--- config.mk ---
export PLATFORM = sky130hd
export DESIGN_NAME = rtc_core
export DESIGN_NICKNAME = d
export VERILOG_FILES = /design/src/hdl/rtc_pkg.sv /design/src/hdl/rtc_core.sv /design/src/hdl/rtc_tick_gen.sv
export SDC_FILE = /design/constraint.sdc
export NUM_CORES = 1
export LEC_CHECK = 0
export BUFFER_PORTS_ARGS = -buffer_cell sky130_fd_sc_hd__buf_2
export CAP_MARGIN = 30
export CELL_PAD_IN_SITES_DETAIL_PLACEMENT = 0
export CELL_PAD_IN_SITES_GLOBAL_PLACEMENT = 2
export CORE_ASPECT_RATIO = 1.5
export CORE_MARGIN = 2
export CORE_UTILIZATION = 35
export DETAILED_ROUTE_END_ITERATION = 8
export PLACE_DENSITY = 0.78
export REMOVE_ABC_BUFFERS = 1
export SLEW_MARGIN = 20
export SYNTH_ARGS = -nofsm -noshare
export SYNTH_HDL_FRONTEND = slang
export SYNTH_HIERARCHICAL = 1
export SYNTH_SLANG_ARGS = --single-unit
--- constraint.sdc ---
create_clock -name i_clk -period 6.2 [get_ports i_clk]
set_input_delay 0 -clock i_clk [delete_from_list [all_inputs] [get_ports i_clk]]
set_output_delay 0 -clock i_clk [all_outputs]
set_load 0.1 [all_outputs]
--- src/hdl/rtc_pkg.sv ---
// constants for the precision-time real-time clock block
package rtc_pkg;
  // bus widths
  localparam int ADDR_W = 16;
  localparam int DATA_W = 16;

  // register byte offsets
  localparam logic [15:0] OFF_CTRL = 16'h0500;
  localparam logic [15:0] OFF_PHASE = 16'h0502;
  localparam logic [15:0] OFF_NS_HI = 16'h0504;
  localparam logic [15:0] OFF_NS_LO = 16'h0506;
  localparam logic [15:0] OFF_SEC_HI = 16'h0508;
  localparam logic [15:0] OFF_SEC_LO = 16'h050A;
  localparam logic [15:0] OFF_RATE_HI = 16'h050C;
  localparam logic [15:0] OFF_RATE_LO = 16'h050E;
  localparam logic [15:0] OFF_TDUR_HI = 16'h0510;
  localparam logic [15:0] OFF_TDUR_LO = 16'h0512;

  // control register bit positions
  localparam int CTRL_RESET_BIT = 0;
  localparam int CTRL_ENABLE_BIT = 1;
  localparam int CTRL_CONT_BIT = 2;
  localparam int CTRL_LOAD_BIT = 3;
  localparam int CTRL_READ_BIT = 4;
  localparam int CTRL_STEP_DIR_BIT = 5;
  localparam int CTRL_STEP_BIT = 6;

  // rate upper word layout
  localparam int RATE_DIR_BIT = 15;
  localparam int RATE_TEMP_BIT = 14;
  localparam int RATE_HI_W = 14;
  localparam int RATE_W = 30;

  // field widths and reset values
  localparam int PHASE_W = 3;
  localparam logic [15:0] RESET_WORD = 16'h0000;

  // time constants
  localparam int CLK_PERIOD_NS = 5;
  localparam int BASE_PERIOD_NS = 40;
  localparam int TICK_DIV = BASE_PERIOD_NS / CLK_PERIOD_NS;
  localparam int TICK_CNT_W = 3;
  localparam logic [31:0] NS_PER_TICK = 32'h0000_0028;
  localparam logic [32:0] NS_PER_SEC = 33'h0_3B9A_CA00;
endpackage : rtc_pkg

--- src/hdl/rtc_core.sv ---
// real-time clock with step, load, read and rate correction
// Summary of operation
// - three-bit phase names 5 ns sub-slot
// - nanoseconds as two 16-bit words, reset zero
// - seconds as two 16-bit words, reset zero
// - 30-bit fractional rate split over two words
// - one rate value serves both corrections
// - direction one adds rate per tick
// - direction zero subtracts rate per tick
// - temporary bit corrects for programmed duration
// - clearing temporary bit stops the correction
// - 32-bit duration in base ticks, two words
// - read command copies live time to holds
// - load command sets live time from holds
// - step command adds or subtracts held time
// - continuous enable corrects every base tick
`timescale 1ns/100ps
module rtc_core (
  // clock and reset
  input wire logic i_clk,
  input wire logic i_rst,
  // register port
  input wire logic [rtc_pkg::ADDR_W-1:0] i_addr,
  input wire logic [rtc_pkg::DATA_W-1:0] i_wdata,
  input wire logic i_wr,
  input wire logic i_rd,
  output logic [rtc_pkg::DATA_W-1:0] o_rdata,
  // live time for the rest of the switch
  output logic [31:0] o_live_sec,
  output logic [31:0] o_live_ns,
  output logic [rtc_pkg::PHASE_W-1:0] o_live_phase
);
  logic tick;

  // control state
  logic enable;
  logic cont_on;
  logic step_dir;
  logic rate_dir;
  logic temp_on;
  logic [rtc_pkg::RATE_W-1:0] rate;
  logic [31:0] tdur;
  // held (software-visible) time
  logic [rtc_pkg::PHASE_W-1:0] hold_phase;
  logic [31:0] hold_ns;
  logic [31:0] hold_sec;
  // live time and fractional accumulator
  logic [rtc_pkg::RATE_W-1:0] frac;

  logic next_enable;
  logic next_cont_on;
  logic next_step_dir;
  logic next_rate_dir;
  logic next_temp_on;
  logic [rtc_pkg::RATE_W-1:0] next_rate;
  logic [31:0] next_tdur;
  logic [rtc_pkg::PHASE_W-1:0] next_hold_phase;
  logic [31:0] next_hold_ns;
  logic [31:0] next_hold_sec;
  logic [rtc_pkg::RATE_W-1:0] next_frac;
  logic [31:0] next_live_ns;
  logic [31:0] next_live_sec;
  logic [rtc_pkg::PHASE_W-1:0] next_live_phase;
  logic [rtc_pkg::DATA_W-1:0] next_rdata;

  // base tick source
  rtc_tick_gen u_tick (
    .i_clk(i_clk),
    .i_rst(i_rst),
    .o_tick(tick)
  );

  // decoded writes
  logic wr_ctrl;
  logic cmd_reset;
  logic cmd_load;
  logic cmd_read;
  logic cmd_step;

  always_comb begin
    wr_ctrl = i_wr && (i_addr == rtc_pkg::OFF_CTRL);
    cmd_reset = wr_ctrl && i_wdata[rtc_pkg::CTRL_RESET_BIT];
    cmd_load = wr_ctrl && i_wdata[rtc_pkg::CTRL_LOAD_BIT];
    cmd_read = wr_ctrl && i_wdata[rtc_pkg::CTRL_READ_BIT];
    cmd_step = wr_ctrl && i_wdata[rtc_pkg::CTRL_STEP_BIT];
  end

  // correction arithmetic on the fractional accumulator
  logic corr_active;
  logic [rtc_pkg::RATE_W:0] frac_sum;
  logic [rtc_pkg::RATE_W:0] frac_diff;
  logic [31:0] tick_inc;
  logic [32:0] tick_ns;

  always_comb begin
    corr_active = cont_on || (temp_on && (tdur != 32'h0000_0000));
    frac_sum = {1'b0, frac} + {1'b0, rate};
    frac_diff = {1'b0, frac} - {1'b0, rate};
    tick_inc = rtc_pkg::NS_PER_TICK;
    if (corr_active && rate_dir) begin
      tick_inc = rtc_pkg::NS_PER_TICK + {31'h0, frac_sum[rtc_pkg::RATE_W]};
    end else if (corr_active) begin
      tick_inc = rtc_pkg::NS_PER_TICK - {31'h0, frac_diff[rtc_pkg::RATE_W]};
    end
    tick_ns = {1'b0, o_live_ns} + {1'b0, tick_inc};
  end

  // step arithmetic, add or subtract held time
  logic [32:0] step_ns_add;
  logic [32:0] step_ns_sub;
  logic [31:0] step_ns;
  logic [31:0] step_sec;

  always_comb begin
    step_ns_add = {1'b0, o_live_ns} + {1'b0, hold_ns};
    step_ns_sub = {1'b0, o_live_ns} - {1'b0, hold_ns};
    // direction from this write
    // the bit written beside the step must steer that same step
    if (i_wdata[rtc_pkg::CTRL_STEP_DIR_BIT]) begin
      if (step_ns_add >= rtc_pkg::NS_PER_SEC) begin
        step_ns = 32'(step_ns_add - rtc_pkg::NS_PER_SEC);
        step_sec = o_live_sec + hold_sec + 32'h0000_0001;
      end else begin
        step_ns = step_ns_add[31:0];
        step_sec = o_live_sec + hold_sec;
      end
    end else begin
      if (step_ns_sub[32]) begin
        step_ns = 32'(step_ns_sub + rtc_pkg::NS_PER_SEC);
        step_sec = o_live_sec - hold_sec - 32'h0000_0001;
      end else begin
        step_ns = step_ns_sub[31:0];
        step_sec = o_live_sec - hold_sec;
      end
    end
  end

  // live time: reset beats load beats step beats tick
  always_comb begin
    next_live_ns = o_live_ns;
    next_live_sec = o_live_sec;
    next_live_phase = o_live_phase;
    next_frac = frac;
    if (cmd_reset) begin
      next_live_ns = '0;
      next_live_sec = '0;
      next_live_phase = '0;
      next_frac = '0;
    end else if (cmd_load) begin
      next_live_ns = hold_ns;
      next_live_sec = hold_sec;
      next_live_phase = hold_phase;
    end else if (cmd_step) begin
      next_live_ns = step_ns;
      next_live_sec = step_sec;
    end else if (tick && enable) begin
      if (corr_active) begin
        next_frac = rate_dir ? frac_sum[rtc_pkg::RATE_W-1:0] :
          frac_diff[rtc_pkg::RATE_W-1:0];
      end
      if (tick_ns >= rtc_pkg::NS_PER_SEC) begin
        next_live_ns = 32'(tick_ns - rtc_pkg::NS_PER_SEC);
        next_live_sec = o_live_sec + 32'h0000_0001;
      end else begin
        next_live_ns = tick_ns[31:0];
      end
    end
  end

  // software registers, holds and the duration countdown
  always_comb begin
    next_enable = enable;
    next_cont_on = cont_on;
    next_step_dir = step_dir;
    next_rate_dir = rate_dir;
    next_temp_on = temp_on;
    next_rate = rate;
    next_tdur = tdur;
    next_hold_phase = hold_phase;
    next_hold_ns = hold_ns;
    next_hold_sec = hold_sec;
    // countdown per tick, clear at zero
    if (tick && enable && temp_on) begin
      if (tdur == 32'h0000_0000) begin
        next_temp_on = 1'b0;
      end else begin
        next_tdur = tdur - 32'h0000_0001;
        if (tdur == 32'h0000_0001) begin
          next_temp_on = 1'b0;
        end
      end
    end
    if (wr_ctrl) begin
      next_enable = i_wdata[rtc_pkg::CTRL_ENABLE_BIT];
      next_cont_on = i_wdata[rtc_pkg::CTRL_CONT_BIT];
      next_step_dir = i_wdata[rtc_pkg::CTRL_STEP_DIR_BIT];
    end
    if (cmd_read) begin
      next_hold_phase = o_live_phase;
      next_hold_ns = o_live_ns;
      next_hold_sec = o_live_sec;
    end
    if (i_wr) begin
      case (i_addr)
        rtc_pkg::OFF_PHASE: next_hold_phase = i_wdata[rtc_pkg::PHASE_W-1:0];
        rtc_pkg::OFF_NS_HI: next_hold_ns[31:16] = i_wdata;
        rtc_pkg::OFF_NS_LO: next_hold_ns[15:0] = i_wdata;
        rtc_pkg::OFF_SEC_HI: next_hold_sec[31:16] = i_wdata;
        rtc_pkg::OFF_SEC_LO: next_hold_sec[15:0] = i_wdata;
        rtc_pkg::OFF_RATE_HI: begin
          next_rate[rtc_pkg::RATE_W-1:16] = i_wdata[rtc_pkg::RATE_HI_W-1:0];
          next_rate_dir = i_wdata[rtc_pkg::RATE_DIR_BIT];
          next_temp_on = i_wdata[rtc_pkg::RATE_TEMP_BIT];
        end
        rtc_pkg::OFF_RATE_LO: next_rate[15:0] = i_wdata;
        rtc_pkg::OFF_TDUR_HI: next_tdur[31:16] = i_wdata;
        rtc_pkg::OFF_TDUR_LO: next_tdur[15:0] = i_wdata;
        default: begin
        end
      endcase
    end
  end

  // read mux, unmapped addresses and command bits read zero
  always_comb begin
    next_rdata = rtc_pkg::RESET_WORD;
    if (i_rd) begin
      case (i_addr)
        rtc_pkg::OFF_CTRL: begin
          next_rdata[rtc_pkg::CTRL_ENABLE_BIT] = enable;
          next_rdata[rtc_pkg::CTRL_CONT_BIT] = cont_on;
          next_rdata[rtc_pkg::CTRL_STEP_DIR_BIT] = step_dir;
        end
        rtc_pkg::OFF_PHASE: next_rdata[rtc_pkg::PHASE_W-1:0] = hold_phase;
        rtc_pkg::OFF_NS_HI: next_rdata = hold_ns[31:16];
        rtc_pkg::OFF_NS_LO: next_rdata = hold_ns[15:0];
        rtc_pkg::OFF_SEC_HI: next_rdata = hold_sec[31:16];
        rtc_pkg::OFF_SEC_LO: next_rdata = hold_sec[15:0];
        rtc_pkg::OFF_RATE_HI: begin
          next_rdata[rtc_pkg::RATE_HI_W-1:0] = rate[rtc_pkg::RATE_W-1:16];
          next_rdata[rtc_pkg::RATE_DIR_BIT] = rate_dir;
          next_rdata[rtc_pkg::RATE_TEMP_BIT] = temp_on;
        end
        rtc_pkg::OFF_RATE_LO: next_rdata = rate[15:0];
        rtc_pkg::OFF_TDUR_HI: next_rdata = tdur[31:16];
        rtc_pkg::OFF_TDUR_LO: next_rdata = tdur[15:0];
        default: next_rdata = rtc_pkg::RESET_WORD;
      endcase
    end
  end

  // state registers
  always_ff @(posedge i_clk or posedge i_rst) begin
    if (i_rst) begin
      enable <= 1'b0;
      cont_on <= 1'b0;
      step_dir <= 1'b0;
      rate_dir <= 1'b0;
      temp_on <= 1'b0;
      rate <= '0;
      tdur <= '0;
      hold_phase <= '0;
      hold_ns <= '0;
      hold_sec <= '0;
      frac <= '0;
      o_live_ns <= '0;
      o_live_sec <= '0;
      o_live_phase <= '0;
      o_rdata <= rtc_pkg::RESET_WORD;
    end else begin
      enable <= next_enable;
      cont_on <= next_cont_on;
      step_dir <= next_step_dir;
      rate_dir <= next_rate_dir;
      temp_on <= next_temp_on;
      rate <= next_rate;
      tdur <= next_tdur;
      hold_phase <= next_hold_phase;
      hold_ns <= next_hold_ns;
      hold_sec <= next_hold_sec;
      frac <= next_frac;
      o_live_ns <= next_live_ns;
      o_live_sec <= next_live_sec;
      o_live_phase <= next_live_phase;
      o_rdata <= next_rdata;
    end
  end
endmodule : rtc_core

--- src/hdl/rtc_tick_gen.sv ---
// divider making the 25 MHz base tick from the 200 MHz clock
`timescale 1ns/100ps
module rtc_tick_gen (
  // clock and reset
  input wire logic i_clk,
  input wire logic i_rst,
  // one-cycle pulse every base period
  output logic o_tick
);
  localparam logic [rtc_pkg::TICK_CNT_W-1:0] LAST =
    rtc_pkg::TICK_CNT_W'(rtc_pkg::TICK_DIV - 1);

  logic [rtc_pkg::TICK_CNT_W-1:0] cnt;
  logic [rtc_pkg::TICK_CNT_W-1:0] next_cnt;
  logic next_tick;

  // free-running count, pulse on the last slot
  always_comb begin
    next_tick = (cnt == LAST);
    next_cnt = next_tick ? '0 : cnt + 1'b1;
  end

  always_ff @(posedge i_clk or posedge i_rst) begin
    if (i_rst) begin
      cnt <= '0;
      o_tick <= 1'b0;
    end else begin
      cnt <= next_cnt;
      o_tick <= next_tick;
    end
  end
endmodule : rtc_tick_gen

# Word level (Yosys, flattened, before mapping)
# Cells that the tools add are included.
totals:
  word_cells: 126
  register_bits: 251
  out_inout_bits: 83
classes:
  n_addsub: 17
  mux: 54
  eq_ne: 14
  n_lt_le_gt_ge: 2
  n_reduce_logical: 21
op_table:
  columns: ["operator", "count"]
  rows:
  - ["two-way mux 32 bit", 25]
  - ["two-way mux 30 bit", 6]
  - ["equality test 16 x 11 -> 1 bit, second input constant", 10]
  - ["two-way mux 16 bit", 7]
  - ["one-hot mux 10 bit (8 select lines)", 1]
  - ["adder 32 x 32 -> 33 bit", 2]
  - [">= comparator 33 x 30 -> 1 bit, second input constant", 2]
  - ["adder 32 x 1 -> 32 bit, second input constant", 2]
  - ["subtractor 32 x 1 -> 32 bit, second input constant", 2]
  - ["subtractor 32 x 30 -> 32 bit, second input constant", 2]
  - ["subtractor 32 x 32 -> 33 bit", 1]
  - ["adder 32 x 30 -> 32 bit, second input constant", 1]
  - ["adder 32 bit", 1]
  - ["equality test 32 x 1 -> 1 bit, second input constant", 1]
  - ["logical NOT 32 bit", 1]
  - ["nonzero test 32 bit", 1]
  - ["subtractor 32 bit", 1]
  - ["adder 30 x 30 -> 31 bit", 1]
  - ["subtractor 30 x 30 -> 31 bit", 1]
  - ["one-hot mux 2 bit (10 select lines)", 1]
  - ["two-way mux 3 bit", 6]
  - ["one-hot mux 1 bit (9 select lines)", 2]
  - ["one-hot mux 2 bit (8 select lines)", 1]
  - ["logical AND 1 bit", 9]
  - ["other kinds (11)", 21]

# Logic depth before layout (Yosys ltp)
depth:
  word_depth: 12
  depth_mapped: 38
  mapped_depth_nobuf: 36

# Cells and area by module
# The synthesis kept the hierarchy.
modules_own_cells:
  columns: ["mod", "cells_per_inst", "area_each_um2", "instances"]
  rows:
  - ["rtc_core", 3514, 27207.3, 1]
  - ["rtc_tick_gen", 8, 132.6, 1]

# Worst setup path before layout
# Ideal clock, no wire load.
synth_path:
  path_type: "reg2reg"
  from: "register rate[0] (netlist name)"
  to: "register o_live_ns[27]"
  required_time_ns: 6.076
  arrival_time_ns: 6.370
  setup_time_ns: 0.124
  path_stages_with_launch: 39
  synth_period_minus_slack_ns: 6.494
  slack_ns: -0.294
  path_cell_list: "dfrtp_1 ha_1 inv_1 fa_1 o21ba_2 o21ai_0 a21oi_1 o21ai_0 a21oi_1 o21ai_0 a21oi_1 o31ai_1 o41ai_1 a21oi_1 a21oi_1 o21ai_0 a21oi_1 o21bai_1 (+3 left out) or3_1 nand2_1 o311a_1 a211oi_1 ha_1 inv_1 a21oi_1 o221ai_1 a2bb2oi_1 nand3_2 a21oi_4 o211ai_4 and2_1 buf_6 buf_6 nor2_2 xnor2_1 a211o_1"
synth_between:
  elab_chain_cells: 11
  word_cells_on_any_way: 14
  classes_between: "add/sub (6); order compare (1); mux (7)"
synth_lines:
  columns: ["element", "line_no", "rtl"]
  rows:
  - ["start: declaration", "rtc_core.sv:41", "logic [rtc_pkg::RATE_W-1:0] rate;"]
  - ["start signal: assignment", "rtc_core.sv:276", "rate <= next_rate;"]
  - ["subtractor 30 x 30 -> 31 bit", "rtc_core.sv:98", "frac_diff = {1'b0, frac} - {1'b0, rate};"]
  - ["subtractor 6 x 1 -> 7 bit", "rtc_core.sv:103", "tick_inc = rtc_pkg::NS_PER_TICK - {31'h0, frac_diff[rtc_pkg::RATE_W]};"]
  - ["two-way mux 32 bit", "rtc_core.sv:102", "end else if (corr_active) begin"]
  - ["two-way mux 32 bit *", "rtc_core.sv:100", "if (corr_active && rate_dir) begin"]
  - ["adder 32 x 32 -> 33 bit *", "rtc_core.sv:105", "tick_ns = {1'b0, o_live_ns} + {1'b0, tick_inc};"]
  - ["subtractor 32 x 30 -> 32 bit / >= comparator 33 x 30 -> 1 bit (equally long branches)", "rtc_core.sv:162, rtc_core.sv:161", null]
  - ["two-way mux 32 bit *", "rtc_core.sv:161", "if (tick_ns >= rtc_pkg::NS_PER_SEC) begin"]
  - ["two-way mux 32 bit *", "rtc_core.sv:156", "end else if (tick && enable) begin"]
  - ["two-way mux 32 bit *", "rtc_core.sv:153", "end else if (cmd_step) begin"]
  - ["two-way mux 32 bit *", "rtc_core.sv:149", "end else if (cmd_load) begin"]
  - ["two-way mux 32 bit *", "rtc_core.sv:144", "if (cmd_reset) begin"]
  - ["end signal: assignment", "rtc_core.sv:282", "o_live_ns <= next_live_ns;"]
  - ["end: declaration", "rtc_core.sv:30", "output logic [31:0] o_live_ns,"]
# Mark *: on every way between the ends. The rest lies on a longest branch, timed or not. The select of a mux whose other input is x is not followed.
# A chain may end at the register's enable or synchronous reset.

# Final worst setup path
layout_path:
  from: "register rate[0] (netlist name)"
  to: "register o_live_sec[8]"
layout_between:
  elab_chain_cells: 8
  word_cells_on_any_way: 10
  classes_between: "add/sub (5); order compare (1); mux (2); reduce/logical (2)"
layout_lines:
  columns: ["element", "line_no", "rtl"]
  rows:
  - ["subtractor 30 x 30 -> 31 bit", "rtc_core.sv:98", null]
  - ["subtractor 6 x 1 -> 7 bit", "rtc_core.sv:103", null]
  - ["two-way mux 32 bit", "rtc_core.sv:102", null]
  - ["two-way mux 32 bit *", "rtc_core.sv:100", null]
  - ["adder 32 x 32 -> 33 bit *", "rtc_core.sv:105", null]
  - [">= comparator 33 x 30 -> 1 bit *", "rtc_core.sv:161", null]
  - ["nonzero test 4 bit (no source line) *", null, null]
  - ["AND reduction 2 bit (no source line) *", null, null]
  - ["end signal: assignment", "rtc_core.sv:283", "o_live_sec <= next_live_sec;"]
  - ["end: declaration", "rtc_core.sv:29", "output logic [31:0] o_live_sec,"]
# Mark *: on every way between the ends. The rest lies on a longest branch, timed or not.

==> results.sh <==
export IMPL_crit_family="compound AO/OA/AOI/OAI gates"
export IMPL_vdd_drop_max_mv=0.255
export IMPL_area_growth_pct=22.4
export IMPL_ys_types=111
export IMPL_ff2ff_setup_slack_ns=-0.29
export IMPL_routed_wl_mm=120
export IMPL_hold_viol_final=0
export IMPL_hp_start="i_addr[7]"
export IMPL_worstHoldEndpoint="o_rdata[5]"
export IMPL_tns_ns=-9.52
export IMPL_ant_nets=0
export IMPL_synth_async_sr_flop_share_pct=100
export IMPL_cts_tree="built"
export IMPL_cp_data_arrival_time_ns=7.02
export IMPL_cts_root_buf="clkbuf_16"
export IMPL_gr_total_overflow=0
export IMPL_first_iter_violations=2028
export IMPL_antenna_found_initial=0
export IMPL_synth_main_ff_cell="dfrtp_1"
export IMPL_min_path_type="in2reg"
export IMPL_path_buf_inv=6
export IMPL_clkTransAtPathRegs_ns=0.06
export IMPL_num_fill_cells=8003
export IMPL_cp_slowest_cell="dfrtp_1"
export IMPL_final_cells=4931
export IMPL_cp_required_ns=6.73
export IMPL_violations="negative setup slack"
export IMPL_dp_hpwl_mm=93.1
export IMPL_place_inst=4816
export IMPL_dr_pass1_iters=9
export IMPL_grt_pass1_wl_mm=178
export IMPL_timing_rr_start="rate[0]"
export IMPL_status="finished, violations left"
export IMPL_wl_per_cell_um=24.3
export IMPL_grt_max_degree=155
export IMPL_setup_worst_path_end_class="flip-flop"
export IMPL_synthTopCellsByArea="dfrtp_1, ha_1, xnor2_1"
export IMPL_clkLatencyLatePin_ns=0.59
export IMPL_die_h_um=346
export IMPL_avgViaCountPerCell=5.83
export IMPL_finalHoldWorstSlack_ns=0.0219
export IMPL_core_area_mm2=0.0774
export IMPL_numClockSinks=251
export IMPL_detailedPlace_worstSlack_ns=-1.15
export IMPL_drc_errors=0
export IMPL_period_needed_ns=6.49
export IMPL_track_usage_pct=28.8
export IMPL_fp_dieW_um=232
export IMPL_finClkSkew_ns=0.0133
export IMPL_final_setup_viol_count=55
export IMPL_post_route_util_pct=43.2
export IMPL_start_kind="flip-flop"
export IMPL_fin_area_mm2=0.0335
export IMPL_syn_avg_cell_area_um2=7.76
export IMPL_grt_setup_unrepaired="yes"
export IMPL_critPathMaxFanout=6
export IMPL_cts_buffers=30
export IMPL_dpl_instance_area_mm2=0.0313
export IMPL_ys_warnings_count=6
export IMPL_fmax_mhz=154
export IMPL_postSynthCellCount=3522
export IMPL_synth_seq_cells=251
export IMPL_tightest_slew_ns=1.08
export IMPL_die_area_mm2=0.0804
export IMPL_cpPeakStageDelay_ns=0.35
export IMPL_synth_top_cell_by_area="dfrtp_1"
export IMPL_cpMostUsedCell="a21oi_2"
export IMPL_clock_path_buffers=3
export IMPL_p_leak_nw=14.3
export IMPL_hold_depth=6
export IMPL_slew_headroom_pct=27.7
export IMPL_postLayoutSetupSlackWorst_ns=-0.291
export IMPL_gp_congestion=0.980
export IMPL_power_total_mw=3.58
export IMPL_r2r_cells=39
export IMPL_slew_violations=0
export IMPL_cap_violations=0
export IMPL_powerDensity_mw_per_mm2=107
export IMPL_synth_edf_count=0
export IMPL_path_class="reg2reg"
export IMPL_grt_pass1_vias=28594
export IMPL_seq_area_frac_synth_pct=23.0
export IMPL_initial_core_util_pct=35.3
export IMPL_num_rows=125
export IMPL_timing_rr_end="o_live_sec[8]"
export IMPL_fin_nets=4133
export IMPL_io_buffers=118
export IMPL_n_antenna_cell=0
export IMPL_htreeDepth=1
export IMPL_fin_crit_sh_pct=105
export IMPL_vias=28767
export IMPL_synth_area_mm2=0.0273
export IMPL_drive_gt1_share_pct=19.2
export IMPL_synth_top_cell_area_share_pct=23.0
export IMPL_io_pins=119
-- layout by cell type (no fill, tap or decap), drive strengths merged, types with 18 or more instances in the layout --
cell / Yosys / final
mux2i: 81 / 81
a31oi: 64 / 64
dfrtp: 251 / 251
a22o: 49 / 49
or2: 22 / 22
xnor2: 203 / 203
buf: 39 / 516
dlygate4sd3: 0 / 25
nand2b: 42 / 42
o31ai: 33 / 33
a2111oi: 18 / 18
ha: 199 / 199
o21a: 26 / 26
a21oi: 260 / 260
nand2: 297 / 297
nor3: 121 / 121
a222oi: 26 / 26
nor2b: 36 / 36
and3: 24 / 24
clkbuf: 169 / 52
and2: 30 / 30
o21ai: 219 / 219
nor4: 49 / 49
a21o: 33 / 33
nor2: 326 / 326
o211ai: 30 / 30
nand3: 79 / 79
a221oi: 34 / 34
mux2: 23 / 23
xor2: 95 / 95
o21bai: 42 / 42
inv: 202 / 202
a211oi: 32 / 32
a22oi: 48 / 48
or3: 45 / 45
nand4: 31 / 31
-- logic make-up after synthesis --
family	count (synthesis)	synth area share, %
and+or+nand+nor	1171	20.9
AOI/OAI and AO/OA	1082	27.2
buffers and inverters	411	5.92
xor gates and xnor gates	298	9.55
DFF	251	23.0
adders and majority gates	205	9.55
muxes	104	3.91
-- layer usage --
layer	wire length, um	track usage, %	up-vias	share of wire (%)
met3	4650	2.21	288	3.9
met4	7940	16.2	0	6.6
met1	46400	32.7	14052	39
met5	0	0	-	0
met2	60700	52.5	830	51
li1	-	-	13597	-
-- registers in the layout (all words and copies together) (netlist names), 3 cells and up --
signal,cells
o_rdata,16
hold_ns,32
u_tick/cnt,3
o_live_phase,3
frac,30
hold_phase,3
tdur,32
rate,30
o_live_ns,32
hold_sec,32
o_live_sec,32
-- report_power, final --
group          internal (mW)  switching, mW  total [mW]  leakage (nW)
Sequential              1.64        0.00105        1.64          3.16
Combinational         0.0338          0.101       0.135          10.7
Clock                   1.03          0.775        1.80         0.482
-- worst max path at each step --
stage	to	cells after the start	from	slack, ns
after global placement	o_live_ns[20]	39	rate[0]	-0.96
after global routing	o_live_sec[8]	40	rate[0]	-0.63
after floorplan	o_live_sec[8]	33	rate[0]	-0.62
final	o_live_sec[8]	39	rate[0]	-0.29
after CTS	o_live_ns[20]	37	rate[0]	-0.43
after detailed placement	o_live_ns[20]	37	rate[0]	-1.15
-- cell usage after synthesis (20+ instances only) --
master,n
nor2_1,323
or2_2,22
a222oi_1,26
o21bai_1,42
nor2b_1,36
clkbuf_1,168
a211oi_1,29
a22o_1,49
a31oi_1,62
buf_2,20
xnor2_1,203
nand2_1,297
mux2_2,23
a22oi_1,48
nand3_1,78
a21o_1,33
nor4_1,49
xor2_1,95
nand2b_1,42
or3_1,45
dfrtp_1,251
mux2i_1,81
and3_1,24
o211ai_1,26
a221oi_1,34
o21ai_0,214
o21a_1,25
nor3_1,121
inv_1,201
ha_1,199
and2_1,25
nand4_1,30
o31ai_1,32
a21oi_1,257
-- worst min-delay path, delay by kind of cell --
| kind | cells | cell delay (ns) |
|---|---|---|
| AOI/OAI and AO/OA | 1 | 0.06 |
| buffers and inverters | 1 | 0.09 |
| and+or+nand+nor | 4 | 0.41 |
-- area by class of cell --
cell class | count | area, um2 | share of cell area [%]
inverter | 203 | 769 | 2.30
clock inverter | 8 | 76.3 | 0.228
clock buffer | 47 | 895 | 2.67
sequential | 251 | 6280 | 18.8
timing repair buffer | 546 | 4110 | 12.3
tap | 1016 | 1270 | 3.80
multi-input combinational | 2860 | 20000 | 59.9
-- what timing repair did --
action | CTS | global route
hold buffers | 25 | 0
pin swaps | 48 | 50
setup endpoints to repair | 55 | 55
resized for setup | 75 | 57
hold endpoints to repair | 214 | 0
cloned | 0 | 5
buffers inserted | 23 | 9
No activity file was read; power rests on OpenSTA's default activity.
